`src/hw/fhr_pkg.sv`:
```
package fhr_pkg;

  // Register indexes; byte address is four times the index
  localparam logic [13:0] FHR_IDX_SETUP    = 14'h03f0;
  localparam logic [13:0] FHR_IDX_DRVCTL   = 14'h03f2;
  localparam logic [13:0] FHR_IDX_STATUS   = 14'h03f4;
  localparam logic [13:0] FHR_IDX_DATA     = 14'h03f5;
  localparam logic [13:0] FHR_IDX_INPUT    = 14'h03f7;

  // Buffer geometry
  localparam logic [4:0]  FHR_DEPTH        = 5'h10;
  localparam logic [4:0]  FHR_SINGLE       = 5'h01;
  localparam logic [7:0]  FHR_FILL_BYTE    = 8'h00;

  // Setup register fields
  localparam int          FHR_SET_FIFO_EN  = 0;
  localparam int          FHR_SET_THR_LO   = 1;
  localparam int          FHR_SET_POLLED   = 5;
  localparam int          FHR_SET_VIEW_LO  = 6;
  localparam int          FHR_SET_FORCE_EN = 8;
  localparam int          FHR_SET_FORCE_V  = 9;

  // Drive control fields
  localparam int          FHR_DRV_RUN      = 2;
  localparam int          FHR_DRV_DMA      = 3;

  // Rate select / rate config fields
  localparam int          FHR_RATE_SWRST   = 7;
  localparam int          FHR_CFG_NO_PRECOMP_FLAG   = 2;

  // Reset values
  localparam logic [1:0]  FHR_RATE_RST     = 2'b10;
  localparam logic [9:0]  FHR_SETUP_RST    = 10'h000;
  localparam logic [7:0]  FHR_DRVCTL_RST   = 8'h00;
  localparam logic        FHR_DENS_RST     = 1'b1;

  typedef enum logic [1:0] {
    FHR_PH_IDLE   = 2'b00,
    FHR_PH_CMD    = 2'b01,
    FHR_PH_EXEC   = 2'b10,
    FHR_PH_RESULT = 2'b11
  } fhr_phase_type;

  typedef enum logic [1:0] {
    FHR_VIEW_BASIC = 2'b00,
    FHR_VIEW_RATE  = 2'b01,
    FHR_VIEW_FULL  = 2'b10,
    FHR_VIEW_SPARE = 2'b11
  } fhr_view_type;

endpackage

```
`src/hw/fhr_regs.sv`:
```
`timescale 1ns/1ps

module fhr_regs
  import fhr_pkg::*;
(
  input  wire logic        sys_clk_i,
  input  wire logic        rst_b_i,
  input  wire logic        psel_i,
  input  wire logic        penable_i,
  input  wire logic        pwrite_i,
  input  wire logic [15:0] paddr_i,
  input  wire logic [31:0] pwdata_i,
  output logic      [31:0] prdata_o,
  output logic             pready_o,
  output logic             pslverr_o,
  input  wire logic [1:0]  core_phase_i,
  input  wire logic        core_read_dir_i,
  input  wire logic        core_put_i,
  input  wire logic [7:0]  core_put_data_i,
  input  wire logic        core_take_i,
  input  wire logic [3:0]  drive_busy_i,
  input  wire logic        media_change_b_i,
  output logic             core_take_valid_o,
  output logic      [7:0]  core_take_data_o,
  output logic             core_put_ready_o,
  output logic             core_abort_o,
  output logic             core_fill_zero_o,
  output logic             core_reset_o,
  output logic             service_req_o,
  output logic      [1:0]  rate_code_o,
  output logic             density_select_pin_o,
  output logic             dma_gate_flag_o
);

  function automatic logic addr_hit(input logic [15:0] addr, input logic [13:0] idx);
    addr_hit = (addr[15:2] == idx) && (addr[1:0] == 2'b00);
  endfunction

  // Standard drive type: high density for 500K and 1M
  function automatic logic dens_of(input logic [1:0] code);
    dens_of = (code == 2'b00) || (code == 2'b11);
  endfunction

  logic        pready_q;
  logic [31:0] prdata_q;
  logic        pslverr_q;
  logic [9:0]  setup_q;
  logic [7:0]  drvctl_q;
  logic [1:0]  rate_q;
  logic [1:0]  rate_d;
  logic        no_precomp_flag_q;
  logic        swrst_q;
  logic        dens_q;
  logic [1:0]  prev_phase_q;
  logic [7:0]  mem_q [16];
  logic [3:0]  wr_ptr_q;
  logic [3:0]  rd_ptr_q;
  logic [4:0]  count_q;
  logic [3:0]  wr_ptr_d;
  logic [3:0]  rd_ptr_d;
  logic [4:0]  count_d;
  logic [7:0]  head_q;
  logic [7:0]  head_d;
  logic        abort_q;
  logic        fill_q;
  logic        take_valid_q;
  logic        put_ready_q;
  logic        service_q;
  logic [7:0]  take_data_q;
  logic        core_rst_q;

  // Bus decode
  wire         pready_d   = psel_i & penable_i & ~pready_q;
  wire         acc        = psel_i & penable_i & pready_q;
  wire         wr_acc     = acc & pwrite_i;
  wire         rd_acc     = acc & ~pwrite_i;
  wire         hit_setup  = addr_hit(paddr_i, FHR_IDX_SETUP);
  wire         hit_drvctl = addr_hit(paddr_i, FHR_IDX_DRVCTL);
  wire         hit_status = addr_hit(paddr_i, FHR_IDX_STATUS);
  wire         hit_data   = addr_hit(paddr_i, FHR_IDX_DATA);
  wire         hit_input  = addr_hit(paddr_i, FHR_IDX_INPUT);
  wire         mapped     = hit_setup | hit_drvctl | hit_status | hit_data | hit_input;

  // Setup fields
  wire         fifo_en    = setup_q[FHR_SET_FIFO_EN];
  wire  [4:0]  thr        = {1'b0, setup_q[FHR_SET_THR_LO +: 4]} + 5'h01;
  wire         polled     = setup_q[FHR_SET_POLLED];
  wire  [1:0]  view       = setup_q[FHR_SET_VIEW_LO +: 2];
  wire         force_en   = setup_q[FHR_SET_FORCE_EN];
  wire         force_val  = setup_q[FHR_SET_FORCE_V];
  wire         soft_rst   = ~drvctl_q[FHR_DRV_RUN] | swrst_q;

  // Phase tracking
  wire         in_exec    = core_phase_i == FHR_PH_EXEC;
  wire         enter_exec = in_exec && (prev_phase_q != FHR_PH_EXEC);
  wire         read_dir   = (core_phase_i == FHR_PH_RESULT) | (in_exec & core_read_dir_i);

  // Buffer capacity: single byte unless FIFO enabled in execution
  wire  [4:0]  cap        = (fifo_en & in_exec) ? FHR_DEPTH : FHR_SINGLE;
  wire         empty      = count_q == 5'h00;
  wire         full       = count_q >= cap;
  wire  [4:0]  space      = full ? 5'h00 : cap - count_q;

  // Request and direction flags
  wire         host_request_flag        = ~soft_rst & (read_dir ? ~empty : ~full);
  wire         transfer_direction_flag        = read_dir;
  wire         nondma     = polled & in_exec;
  wire         busy       = core_phase_i != FHR_PH_IDLE;

  // Moves through the shared data port
  wire         host_push  = wr_acc & hit_data & ~read_dir & host_request_flag;
  wire         host_pop   = rd_acc & hit_data & read_dir & host_request_flag;
  wire         core_push  = core_put_i & read_dir & ~full & ~abort_q & ~soft_rst;
  wire         core_pop   = core_take_i & ~read_dir & ~empty & ~abort_q & ~soft_rst;
  wire         push       = host_push | core_push;
  wire         pop        = host_pop | core_pop;
  wire  [7:0]  push_data  = host_push ? pwdata_i[7:0] : core_put_data_i;
  wire         flush      = enter_exec | soft_rst;

  // Service failures
  wire         overrun    = in_exec & read_dir & core_put_i & full & ~abort_q;
  wire         underrun   = in_exec & ~read_dir & core_take_i & empty & ~abort_q;

  // Threshold service request
  wire         thr_met    = read_dir ? (count_q >= thr) : (space >= thr);
  wire         service_d  = ~soft_rst & (fifo_en & in_exec ? thr_met : host_request_flag);

  // Next values for registered outputs
  wire  [7:0]  drvctl_d   = (wr_acc & hit_drvctl) ? pwdata_i[7:0] : drvctl_q;
  wire         fill_d     = underrun | (fill_q & in_exec & ~soft_rst);
  wire  [7:0]  take_byte_d = fill_d ? FHR_FILL_BYTE : head_d;

  // Rate writes from either register
  wire         dsr_wr     = wr_acc & hit_status;
  wire         ccr_wr     = wr_acc & hit_input;
  wire         rate_wr    = dsr_wr | ccr_wr;

  // Read views
  wire         mchg       = force_en ? force_val : ~media_change_b_i;
  wire  [7:0]  status_b   = {host_request_flag, transfer_direction_flag, nondma, busy, drive_busy_i};
  wire  [7:0]  in_basic   = {mchg, 7'h00};
  wire  [7:0]  in_rate    = {mchg, 4'hf, rate_q, ~dens_of(rate_q)};
  wire  [7:0]  in_full    = {mchg, 3'h0, drvctl_q[FHR_DRV_DMA], no_precomp_flag_q, rate_q};
  wire  [7:0]  in_byte    = (view == FHR_VIEW_RATE) ? in_rate :
                            (view == FHR_VIEW_FULL) ? in_full : in_basic;
  wire  [7:0]  data_byte  = (read_dir & host_request_flag) ? head_q : 8'h00;
  wire  [7:0]  rd_byte    = hit_status ? status_b :
                            hit_data   ? data_byte :
                            hit_input  ? in_byte :
                            hit_drvctl ? drvctl_q : 8'h00;
  wire  [31:0] rd_word    = hit_setup ? {22'h0, setup_q} : {24'h000000, rd_byte};

  always_comb begin
    rate_d = rate_q;
    if (dsr_wr) begin
      rate_d = pwdata_i[1:0];
    end else if (ccr_wr) begin
      rate_d = pwdata_i[1:0];
    end
  end

  always_comb begin
    wr_ptr_d = wr_ptr_q;
    rd_ptr_d = rd_ptr_q;
    count_d  = count_q;
    if (flush) begin
      wr_ptr_d = 4'h0;
      rd_ptr_d = 4'h0;
      count_d  = 5'h00;
    end else begin
      if (push) begin
        wr_ptr_d = wr_ptr_q + 4'h1;
      end
      if (pop) begin
        rd_ptr_d = rd_ptr_q + 4'h1;
      end
      count_d = count_q + {4'h0, push} - {4'h0, pop};
    end
  end

  always_comb begin
    head_d = FHR_FILL_BYTE;
    if (count_d != 5'h00) begin
      if (push && (rd_ptr_d == wr_ptr_q)) begin
        head_d = push_data;
      end else begin
        head_d = mem_q[rd_ptr_d];
      end
    end
  end

  // Bus slave
  always_ff @(posedge sys_clk_i or negedge rst_b_i) begin
    if (!rst_b_i) begin
      pready_q  <= 1'b0;
      prdata_q  <= 32'h00000000;
      pslverr_q <= 1'b0;
    end else begin
      pready_q  <= pready_d;
      pslverr_q <= pready_d & ~mapped;
      prdata_q  <= (pready_d & ~pwrite_i) ? rd_word : 32'h00000000;
    end
  end

  // Control registers
  always_ff @(posedge sys_clk_i or negedge rst_b_i) begin
    if (!rst_b_i) begin
      setup_q  <= FHR_SETUP_RST;
      drvctl_q <= FHR_DRVCTL_RST;
      swrst_q  <= 1'b0;
    end else begin
      swrst_q <= dsr_wr & pwdata_i[FHR_RATE_SWRST];
      if (wr_acc && hit_drvctl) begin
        drvctl_q <= pwdata_i[7:0];
      end
      if (wr_acc && hit_setup) begin
        setup_q <= pwdata_i[9:0];
      end else if (soft_rst) begin
        setup_q[FHR_SET_FIFO_EN] <= 1'b0;
        setup_q[FHR_SET_THR_LO +: 4] <= 4'h0;
      end
    end
  end

  // Rate, no-precomp and density; hard reset only
  always_ff @(posedge sys_clk_i or negedge rst_b_i) begin
    if (!rst_b_i) begin
      rate_q   <= FHR_RATE_RST;
      no_precomp_flag_q <= 1'b0;
      dens_q   <= FHR_DENS_RST;
    end else begin
      rate_q <= rate_d;
      // Density moves only with a rate write
      if (rate_wr) begin
        dens_q <= dens_of(rate_d);
      end
      if (ccr_wr && (view == FHR_VIEW_FULL)) begin
        no_precomp_flag_q <= pwdata_i[FHR_CFG_NO_PRECOMP_FLAG];
      end
    end
  end

  // Buffer storage
  always_ff @(posedge sys_clk_i) begin
    if (push && !flush) begin
      mem_q[wr_ptr_q] <= push_data;
    end
  end

  always_ff @(posedge sys_clk_i or negedge rst_b_i) begin
    if (!rst_b_i) begin
      wr_ptr_q     <= 4'h0;
      rd_ptr_q     <= 4'h0;
      count_q      <= 5'h00;
      head_q       <= FHR_FILL_BYTE;
      prev_phase_q <= FHR_PH_IDLE;
    end else begin
      wr_ptr_q     <= wr_ptr_d;
      rd_ptr_q     <= rd_ptr_d;
      count_q      <= count_d;
      head_q       <= head_d;
      prev_phase_q <= core_phase_i;
    end
  end

  // Termination state; a new failure wins over the clear
  always_ff @(posedge sys_clk_i or negedge rst_b_i) begin
    if (!rst_b_i) begin
      abort_q <= 1'b0;
      fill_q  <= 1'b0;
    end else begin
      if (overrun || underrun) begin
        abort_q <= 1'b1;
      end else if (!in_exec || soft_rst) begin
        abort_q <= 1'b0;
      end
      fill_q <= fill_d;
    end
  end

  // Core side flags
  always_ff @(posedge sys_clk_i or negedge rst_b_i) begin
    if (!rst_b_i) begin
      take_valid_q <= 1'b0;
      put_ready_q  <= 1'b0;
      service_q    <= 1'b0;
    end else begin
      take_valid_q <= ~flush & ~read_dir & (count_d != 5'h00);
      put_ready_q  <= ~flush & read_dir & (count_d < cap);
      service_q    <= service_d;
    end
  end

  // Output copies of head byte and core reset
  always_ff @(posedge sys_clk_i or negedge rst_b_i) begin
    if (!rst_b_i) begin
      take_data_q <= FHR_FILL_BYTE;
      core_rst_q  <= ~FHR_DRVCTL_RST[FHR_DRV_RUN];
    end else begin
      take_data_q <= take_byte_d;
      core_rst_q  <= ~drvctl_d[FHR_DRV_RUN];
    end
  end

  assign prdata_o             = prdata_q;
  assign pready_o             = pready_q;
  assign pslverr_o            = pslverr_q;
  assign core_take_valid_o    = take_valid_q;
  assign core_take_data_o     = take_data_q;
  assign core_put_ready_o     = put_ready_q;
  assign core_abort_o         = abort_q;
  assign core_fill_zero_o     = fill_q;
  assign core_reset_o         = core_rst_q;
  assign service_req_o        = service_q;
  assign rate_code_o          = rate_q;
  assign density_select_pin_o = dens_q;
  assign dma_gate_flag_o      = drvctl_q[FHR_DRV_DMA];

endmodule

```
`config.mk`:
```
export PLATFORM = sky130hd
export DESIGN_NAME = fhr_regs
export DESIGN_NICKNAME = d
export VERILOG_FILES = /design/src/hw/fhr_pkg.sv /design/src/hw/fhr_regs.sv
export SDC_FILE = /design/constraint.sdc
export NUM_CORES = 1
export LEC_CHECK = 0
export BUFFER_PORTS_ARGS = -buffer_cell sky130_fd_sc_hd__buf_2
export CAP_MARGIN = 20
export CORE_MARGIN = 5
export CORE_UTILIZATION = 40
export DETAILED_ROUTE_END_ITERATION = 10
export PLACE_DENSITY = 0.59
export RECOVER_POWER = 25
export SYNTH_ARGS = -nofsm -noshare
export SYNTH_HDL_FRONTEND = slang
export SYNTH_SLANG_ARGS = --single-unit
```
`constraint.sdc`:
```
create_clock -name sys_clk_i -period 10.4 [get_ports sys_clk_i]
set_input_delay 0.52 -clock sys_clk_i [delete_from_list [all_inputs] [get_ports sys_clk_i]]
set_output_delay 0.52 -clock sys_clk_i [all_outputs]
set_load 0.01 [all_outputs]
```
==> results of run 1 <==
[through the flow]
stage	setup WS, ns	cells
after floorplan	5.76	874
after global placement	5.03	1224
after detailed placement	4.98	1224
after CTS	5.25	1256
after global routing	4.82	1256
final	5.23	1256
[layout make-up]
cell class,count,area [µm²],area share
multi-input cells,579,3650,0.335
clock inverters,15,233,0.0213
clock buffers,17,425,0.0390
well taps,324,405,0.0371
repair buffers,88,422,0.0386
flip-flops and latches,200,5650,0.518
inverters,33,126,0.0116
[layer usage]
metal | wire (µm) | up-vias | part of all wire
met1 | 11200 | 3321 | 0.45
met3 | 1560 | 35 | 0.062
met4 | 556 | 0 | 0.022
met5 | 0 | - | 0
met2 | 11600 | 284 | 0.47
li1 | - | 3237 | -
[cell usage after synthesis (21+ instances only)]
library cell  instances  share of area
clkbuf_1             23         0.0089
dfrtp_1              69           0.18
nor3_1               27          0.014
inv_1                32          0.012
nand2_1             110          0.043
ha_1                 27          0.035
nand3_1              25          0.013
o21ai_0              25          0.013
buf_4                23          0.018
a21oi_1              26          0.013
and3_1               28          0.018
a211oi_1             21          0.016
edfxtp_1            128           0.40
nor2_1               53          0.021
[sequential cells by signal, indices dropped and copies added (netlist names), 4 cells and up]
name	cells
mem_q	128
prdata_o	10
setup_q	10
core_take_data_o	8
drvctl_q	8
head_q	8
count_q	5
rd_ptr_q	4
wr_ptr_q	4
[worst paths after layout]
kind	start	end	slack, ns	cells past startpoint
setup reg to reg	setup_q[0]$_DFFE_PN0P_	core_take_data_o[0]$_DFF_PN0_	5.23	21
setup / recovery	setup_q[0]$_DFFE_PN0P_	core_take_data_o[0]$_DFF_PN0_	5.23	21
hold reg to reg	density_select_pin_o$_DFFE_PN1P_	density_select_pin_o$_DFFE_PN1P_	0.48	2
hold / removal	core_phase_i[0]	prev_phase_q[0]$_DFF_PN0_	0.30	1
min in group asynchronous	rst_b_i	drvctl_q[5]$_DFFE_PN0P_	1.45	1
max in group asynchronous	rst_b_i	rd_ptr_q[0]$_DFF_PN0_	6.75	1
[power by group through the flow]
| stage | sequential [mW] | clock [mW] | combinational, mW |
|---|---|---|---|
| 3_5_place_dp | 0.865 | 0 | 0.0432 |
| 2_1_floorplan | 0.865 | 0 | 0.0231 |
| 3_3_place_gp | 0.865 | 0 | 0.0428 |
| 4_1_cts | 0.848 | 0.728 | 0.0433 |
| 5_1_grt | 0.848 | 0.762 | 0.0474 |
| 6_report | 0.848 | 0.718 | 0.0428 |
[critical path, cell delays in order, from the launching register on]
cell and delay, ns:
dfrtp_1 0.41, nand3b_1 0.25, inv_1 0.11, ha_1 0.21, nor2b_1 0.17, a31oi_1 0.12, a41o_1 0.31, nand2b_1 0.21
a21oi_2 0.49, inv_1 0.13, ha_1 0.30, inv_1 0.04, ha_1 0.20, fa_1 0.44, a21oi_1 0.17, nor2_1 0.06
or3_1 0.33, a21oi_1 0.24, nor2b_1 0.07, buf_4 0.18, or2_2 0.40, nor3_1 0.22
[cell families after synthesis]
| group | synth area share |
|---|---|
| buffers and inverters | 0.0500 |
| AO/OA/AOI/OAI | 0.113 |
| adder cells (fa/ha/maj) | 0.0369 |
| XOR/XNOR | 0.0170 |
| other | 0.000386 |
| flip-flops | 0.582 |
| AND/OR/NAND/NOR | 0.163 |
| multiplexers | 0.0375 |
==> impl_metrics.json, run 1 <==
{
  "status": "complete, but fails checks",
  "violations": "capacitance limit, slew limit",
  "antenna_found_initial": 0,
  "fin_setup_tns_ns": 0,
  "wirelength_mm": 25.0,
  "firstDrtPassIters": 5,
  "postPlaceCellArea_mm2": 0.0103,
  "drt_iter0_markers": 559,
  "clkPwrFrac": 0.446,
  "cts_setup_buffers": 0,
  "p_sw_uw": 388,
  "grtUsageMet3": 0.0324,
  "final_cell_mix": "edfxtp_1 (128), nand2_1 (110), dfrtp_1 (69)",
  "ys_types": 74,
  "drc": 0,
  "worst_pin_slew_ns": 3.94,
  "ant_nets": 0,
  "wl_per_cell_um": 19.9,
  "final_util": 0.453,
  "p_per_area_mw_per_mm2": 147,
  "switching_share": 0.241,
  "grt_pass1_vias": 6686,
  "num_antenna_cells": 0,
  "gr-usage-met2": 0.288,
  "nets": 1018,
  "startpoint_type": "flop",
  "netlist_area_mm2": 0.00970,
  "cts_tree": "yes",
  "max_freq_ghz": 0.193,
  "n_fill_cell": 2233,
  "fin_total_pwr_mw": 1.61,
  "end_kind": "flop",
  "hold_viol_final": 0,
  "clk_pin_slew_ns": 0.08,
  "area_growth_syn_to_layout_pct": 12.5,
  "finalInstanceArea_mm2": 0.0109,
  "leakagePower_nw": 4.21,
  "placementRows": 57,
  "synth_seq_cells": 200,
  "ys_warn_count": 0,
  "grtUsageTotal": 0.179,
  "finalCritPeriodShare": 0.497,
  "die_height_um": 166,
  "gp_congestion": 0.870,
  "vias": 6877,
  "crit_required_ns": 10.74,
  "cts.repair.resized": 0,
  "p_comb_frac": 0.027,
  "syn_area_per_cell_um2": 11.4,
  "whs_ns": 0.303,
  "final-setup-viol-count": 0,
  "min_period_ns": 5.17,
  "ir_worst_vdd_mv": 0.119,
  "clock-root-buffer": "clkbuf_16",
  "routed_via_density": 5.48,
  "maxCapViolations": 1,
  "layout_commonest_cell": "edfxtp_1",
  "internal_power_mw": 1.22,
  "crit_fanout": 10,
  "arrival_ns": 5.52,
  "initial_core_util": 0.403,
  "clkSinkCount": 200,
  "htreeDepth": 4,
  "crit_type": "flop to flop",
  "synth_edf_count": 128,
  "die_area_mm2": 0.0275,
  "clock_skew_ns": 0.0122,
  "holdBufCountCts": 0,
  "gr-total-overflow": 0,
  "grt_max_degree": 73,
  "die_w_um": 166,
  "slew_violations": 73,
  "drive_above_1_share": 0.134,
  "gr-usage-met1": 0.245,
  "portBuffers": 78,
  "min_path_type": "input pin to flop",
  "clockBufferDepth": 2,
  "async_reset_ff_frac": 0.360,
  "slew_headroom": -1.63,
  "syn_inst": 853,
  "numCtsBuffers": 17,
  "rsz0062_at_grt": "no",
  "ys_seq_area_frac": 0.582,
  "grt_pass1_wl_mm": 38.6,
  "core_mm2": 0.0241,
  "clock_latency_ns": 0.45,
  "seqPwrFrac": 0.527,
  "ys.flop_type": "edfxtp_1",
  "pin_count": 123,
  "grt_busiest_layer": "met2",
  "place_hpwl_mm": 17.1
}
(Power assumes the default switching activity.)
==> run 2: changes to the inputs <==
Clock period 10.4 ns to 5.1 ns, I/O delays scaled along.
==> run 2 against run 1 <==
Compared with the run above: the flow finishes with violations (DRC, capacitance limit, slew limit); sequential share of layout area about the same; critical path depth is 1 higher; clock power rose by 87%; final cell count grew 0.72%; non-clock buffer count increased by 10; first-iteration DRC count grew 23%; combinational power up 110%; sequential power rose by 100%; worst setup slack worse by 4.8 ns; wire length up 1.3%; die area did not move.
==> impl_metrics.json, run 2 (synthesis results as in run 1) <==
{
  "status": "complete, but fails checks",
  "violations": "DRC, capacitance limit, slew limit",
  "crit_fanout": 8,
  "max_freq_ghz": 0.214,
  "path_cells": "dlygate4sd3_1 > buf_2 > nand3b_1 > inv_1 > ha_1 > nor2b_1 > a31oi_1 > a41o_1 > nand2b_1 > a21oi_2 > inv_1 > ha_1 > inv_1 > ha_1 > fa_1 > a21oi_1 > nor2_1 > or3_1 > a21oi_1 > nor2b_1 > or2_2 > nor3_1",
  "p_per_area_mw_per_mm2": 290,
  "reg2reg_from": "count_q[3]$_DFF_PN0_",
  "final_util": 0.453,
  "r2r-end": "core_take_data_o[7]$_DFF_PN0_",
  "whs_ns": 0.0609,
  "crit_type": "input pin to flop",
  "place_hpwl_mm": 17.4,
  "fin_setup_tns_ns": 0,
  "crit_required_ns": 5.45,
  "fin_total_pwr_mw": 3.16,
  "r2r_cells": 17,
  "cts_tree": "yes",
  "hold_viol_final": 0,
  "portBuffers": 78,
  "ir_worst_vdd_mv": 0.231,
  "min_period_ns": 4.68,
  "final_cell_mix": "edfxtp_1 (128), nand2_1 (110), dfrtp_1 (69)",
  "rsz0062_at_grt": "no",
  "wirelength_mm": 25.3,
  "clk_pin_slew_ns": 0.07,
  "cts.repair.resized": 0,
  "routed_via_density": 5.44,
  "clock_latency_ns": 0.44,
  "clockBufferDepth": 2,
  "final-setup-viol-count": 0,
  "min_to": "setup_q[8]$_DFFE_PN0P_",
  "drt_iter0_markers": 685,
  "clkSinkCount": 200,
  "largest_reg_flops": 128,
  "cpMaxStageDelayCell": "dlygate4sd3_1",
  "max_stage_delay_ns": 0.51,
  "nets": 1028,
  "layout_commonest_cell": "edfxtp_1",
  "hold_depth": 2,
  "initial_core_util": 0.403,
  "cts_setup_buffers": 0,
  "end_kind": "flop",
  "grt_pass1_vias": 6506,
  "gr-total-overflow": 0,
  "startpoint_type": "input pin",
  "grt_pass1_wl_mm": 38.9,
  "htreeDepth": 4,
  "num_antenna_cells": 0,
  "worst_pin_slew_ns": 4.03,
  "wl_per_cell_um": 20.0,
  "min_path_type": "input pin to flop",
  "setup_ws_ns": 0.424,
  "ant_nets": 0,
  "slew_violations": 73,
  "firstDrtPassIters": 8,
  "reg2reg_slack_ns": 0.44,
  "arrival_ns": 5.03,
  "gp_congestion": 0.855,
  "placementRows": 57,
  "die_area_mm2": 0.0275,
  "clock-root-buffer": "clkbuf_16",
  "max_flop_register": "mem_q",
  "die_height_um": 166,
  "slew_headroom": -1.69,
  "pin_count": 123,
  "grt_max_degree": 73,
  "finalCritPeriodShare": 0.917,
  "vias": 6883,
  "numCtsBuffers": 17,
  "hp-start": "pwdata_i[8]",
  "antenna_found_initial": 0,
  "maxCapViolations": 1,
  "clock_skew_ns": 0.00985,
  "holdBufCountCts": 3,
  "drc": 1,
  "leakagePower_nw": 4.23,
  "area_growth_syn_to_layout_pct": 12.5,
  "drive_above_1_share": 0.137,
  "dp_slack_ns": 0.510,
  "grtUsageTotal": 0.181,
  "core_mm2": 0.0241,
  "die_w_um": 166
}
## run 2: changes by cell type in the layout (fill, tap and decap cells not counted), moves of 3 or more
cell,previous run,this run
buf_4,9,16
inv_12,4,0
inv_6,0,3
dlygate4sd3_1,0,3
## run 2: how the worst max path moves through the flow
stage | slack, ns | end | start | depth (start not counted)
after floorplan | 0.62 | core_take_data_o[7]$_DFF_PN0_ | setup_q[0]$_DFFE_PN0P_ | 22
after global placement | 0.55 | core_take_data_o[7]$_DFF_PN0_ | count_q[3]$_DFF_PN0_ | 17
after detailed placement | 0.51 | core_put_ready_o$_DFF_PN0_ | count_q[3]$_DFF_PN0_ | 16
after CTS | 0.44 | core_take_data_o[7]$_DFF_PN0_ | core_phase_i[0] | 22
after global routing | 0.01 | core_put_ready_o$_DFF_PN0_ | core_phase_i[0] | 21
final | 0.42 | core_take_data_o[7]$_DFF_PN0_ | core_phase_i[0] | 22
## run 2: area by class of cell
| type | instances | area (µm²) |
|---|---|---|
| timing repair buffer | 98 | 507 |
| fill | 2253 | 13200 |
| sequential | 200 | 5650 |
| multi-input combinational | 579 | 3650 |
| inverter | 33 | 126 |
| clock buffer | 18 | 429 |
| clock inverter | 13 | 155 |
| tap | 324 | 405 |
## run 2: critical path: cells and delay by family
family / cells / cell delay [ns]
simple gates: 8 / 1.72
fa+ha+maj: 4 / 1.12
buf+inv: 5 / 0.89
compound gates: 5 / 1.03
## run 2: through the flow
stage          area, µm²  cells
2_1_floorplan       9780    874
3_3_place_gp       10300   1231
3_5_place_dp       10300   1231
4_1_cts            11000   1265
5_1_grt            10900   1265
6_report           10900   1265
## run 2: metal layers
metal,part of all wire,GRT usage,vias to the layer above
met3,0.054,0.0293,30
met1,0.47,0.261,3361
met2,0.46,0.280,240
met4,0.021,0.0574,0
met5,0,0,-
li1,-,-,3252
## run 2: where the power goes
part	leakage [nW]	total, mW	switching, mW	internal, mW
Combinational	1.80	0.0909	0.0667	0.0242
Sequential	2.14	1.73	0.00138	1.73
Clock	0.286	1.34	0.645	0.698
==> run 3: changes to the inputs <==
Settings changed: CORE_ASPECT_RATIO set to 1.4, CTS_CLUSTER_SIZE set to 12.
==> run 3 against run 2 <==
Compared with the run above: the run ends with capacitance limit, slew limit left; sequential power about the same; cell area up 0.34%; worst hold slack worse by 0.014 ns; clock power up 4%; flip-flop and latch count unchanged; register-to-register slack better by 0.02 ns; global-route usage up 0.075 points; via count about the same; highest routed layer unchanged.
==> impl_metrics.json, run 3 (synthesis results as in run 1) <==
{
  "path_cells": "dlygate4sd3_1 > clkbuf_1 > nand3b_1 > inv_1 > ha_1 > nor2b_1 > a31oi_1 > a41o_1 > nand2b_1 > a21oi_2 > inv_1 > ha_1 > inv_1 > ha_1 > fa_1 > a21oi_1 > nor2_1 > or3_1 > a21oi_1 > ha_1 > a2111oi_0",
  "grt_pass1_vias": 6904,
  "p_per_area_mw_per_mm2": 293,
  "cts_tree": "yes",
  "crit_fanout": 7,
  "finalInstanceArea_mm2": 0.0110,
  "die_w_um": 142,
  "clkSinkCount": 200,
  "slew_headroom": -1.65,
  "numCtsBuffers": 17,
  "core_mm2": 0.0240,
  "gp_congestion": 0.852,
  "final_cell_mix": "edfxtp_1 (128), nand2_1 (110), dfrtp_1 (69)",
  "layout_commonest_cell": "edfxtp_1",
  "postPlaceCellArea_mm2": 0.0104,
  "vias": 6879,
  "p_comb_frac": 0.028,
  "grt_pass1_wl_mm": 38.6,
  "pin_count": 123,
  "end_kind": "flop",
  "antenna_found_initial": 1,
  "ir_worst_vdd_mv": 0.308,
  "reg2reg_slack_ns": 0.46,
  "gr-usage-met1": 0.220,
  "p_sw_uw": 714,
  "area_growth_syn_to_layout_pct": 12.9,
  "wirelength_mm": 25.0,
  "die_area_mm2": 0.0275,
  "placementRows": 67,
  "place_hpwl_mm": 17.6,
  "hold_viol_final": 0,
  "grt_busiest_layer": "met2",
  "internal_power_mw": 2.49,
  "gr-usage-met2": 0.318,
  "gr-total-overflow": 0,
  "switching_share": 0.222,
  "cpMaxStageDelayCell": "dlygate4sd3_1",
  "routed_via_density": 5.48,
  "die_height_um": 194,
  "seqPwrFrac": 0.539,
  "clockBufferDepth": 2,
  "grtUsageMet3": 0.0270,
  "max_freq_ghz": 0.213,
  "crit_type": "input pin to flop",
  "leakagePower_nw": 4.26,
  "clock_skew_ns": 0.0119,
  "status": "complete, but fails checks",
  "grtUsageTotal": 0.181,
  "max_stage_delay_ns": 0.53,
  "max_flop_register": "mem_q",
  "cpMostUsedCell": "ha_1",
  "min_path_type": "input pin to flop",
  "clk_pin_slew_ns": 0.07,
  "fin_setup_tns_ns": 0,
  "htreeDepth": 4,
  "grt_max_degree": 73,
  "startpoint_type": "input pin",
  "wl_per_cell_um": 19.9,
  "worst_pin_slew_ns": 3.97,
  "drc": 0,
  "clock-root-buffer": "clkbuf_16",
  "arrival_ns": 4.99,
  "rsz0062_at_grt": "no",
  "slew_violations": 73,
  "firstDrtPassIters": 5,
  "drive_above_1_share": 0.142,
  "cts_setup_buffers": 0,
  "clkPwrFrac": 0.433,
  "drt_iter0_markers": 522,
  "initial_core_util": 0.405,
  "largest_reg_flops": 128,
  "portBuffers": 78,
  "min_period_ns": 4.70,
  "violations": "capacitance limit, slew limit",
  "crit_required_ns": 5.39,
  "maxCapViolations": 1,
  "ant_nets": 0,
  "nets": 1030,
  "clock_latency_ns": 0.44,
  "finalCritPeriodShare": 0.922,
  "final-setup-viol-count": 0
}
==> run 3: cell count changes in the layout (fill, tap and decap cells not counted), sizes merged <==
cell      before  now
buf           64   65
bufinv         1    2
inv           40   39
diode          0    1
clkinvlp       0    2
==> run 3: critical path: cells and delay by family <==
family | cells | cell delay (ns)
buffers and inverters | 5 | 0.92
AOI/OAI and AO/OA | 6 | 1.43
and+or+nand+nor | 5 | 1.03
adders and majority gates | 5 | 1.39
==> run 3: final timing paths <==
kind | from | endpoint | cells past startpoint
hold / removal | pwdata_i[9] | setup_q[9]$_DFFE_PN0P_ | 2
hold reg to reg | drvctl_q[1]$_DFFE_PN0P_ | drvctl_q[1]$_DFFE_PN0P_ | 2
setup / recovery | core_phase_i[1] | core_put_ready_o$_DFF_PN0_ | 21
min in group asynchronous | rst_b_i | setup_q[9]$_DFFE_PN0P_ | 2
setup reg to reg | count_q[3]$_DFF_PN0_ | core_put_ready_o$_DFF_PN0_ | 16
max in group asynchronous | rst_b_i | count_q[0]$_DFF_PN0_ | 2
==> run 3: power groups by stage <==
stage	logic [mW]	registers (mW)	clock network (mW)
2_1_floorplan	0.0471	1.76	0
3_3_place_gp	0.0880	1.76	0
3_5_place_dp	0.0891	1.76	0
4_1_cts	0.0912	1.73	1.40
5_1_grt	0.0995	1.73	1.47
6_report	0.0899	1.73	1.39
==> run 3: what timing repair did <==
action / in CTS / in global routing
resized for setup: 0 / 1
endpoints found under the setup margin: 0 / 1
hold buffers: 3 / 0
hold endpoints to repair: 65 / 0
==> run 3: final cells by class <==
| type | count | area (µm²) |
|---|---|---|
| flip-flops and latches | 200 | 5650 |
| repair buffers | 100 | 520 |
| multi-input cells | 579 | 3660 |
| inverters | 33 | 126 |
| clock inverters | 15 | 184 |
| clock buffers | 17 | 425 |
| diodes | 1 | 2.50 |
| well taps | 310 | 388 |
| fillers | 2298 | 13000 |
==> run 3: metal layers <==
| metal | vias up | part of all wire |
|---|---|---|
| met5 | - | 0 |
| met2 | 198 | 0.52 |
| li1 | 3254 | - |
| met3 | 46 | 0.039 |
| met4 | 0 | 0.037 |
| met1 | 3381 | 0.40 |
==> run 3: per-stage QoR <==
stage	setup WS [ns]	hold WS (ns)	total power, mW	std cells	utilization
3_5_place_dp	0.448	0.439	1.85	1219	0.432
5_1_grt	0.0429	0.0308	3.30	1255	0.457
2_1_floorplan	0.621	-0.0406	1.81	874	-
3_3_place_gp	0.475	0.439	1.85	1219	0.432
4_1_cts	0.390	0.0325	3.22	1254	0.458
6_report	0.398	0.0470	3.21	1255	0.457
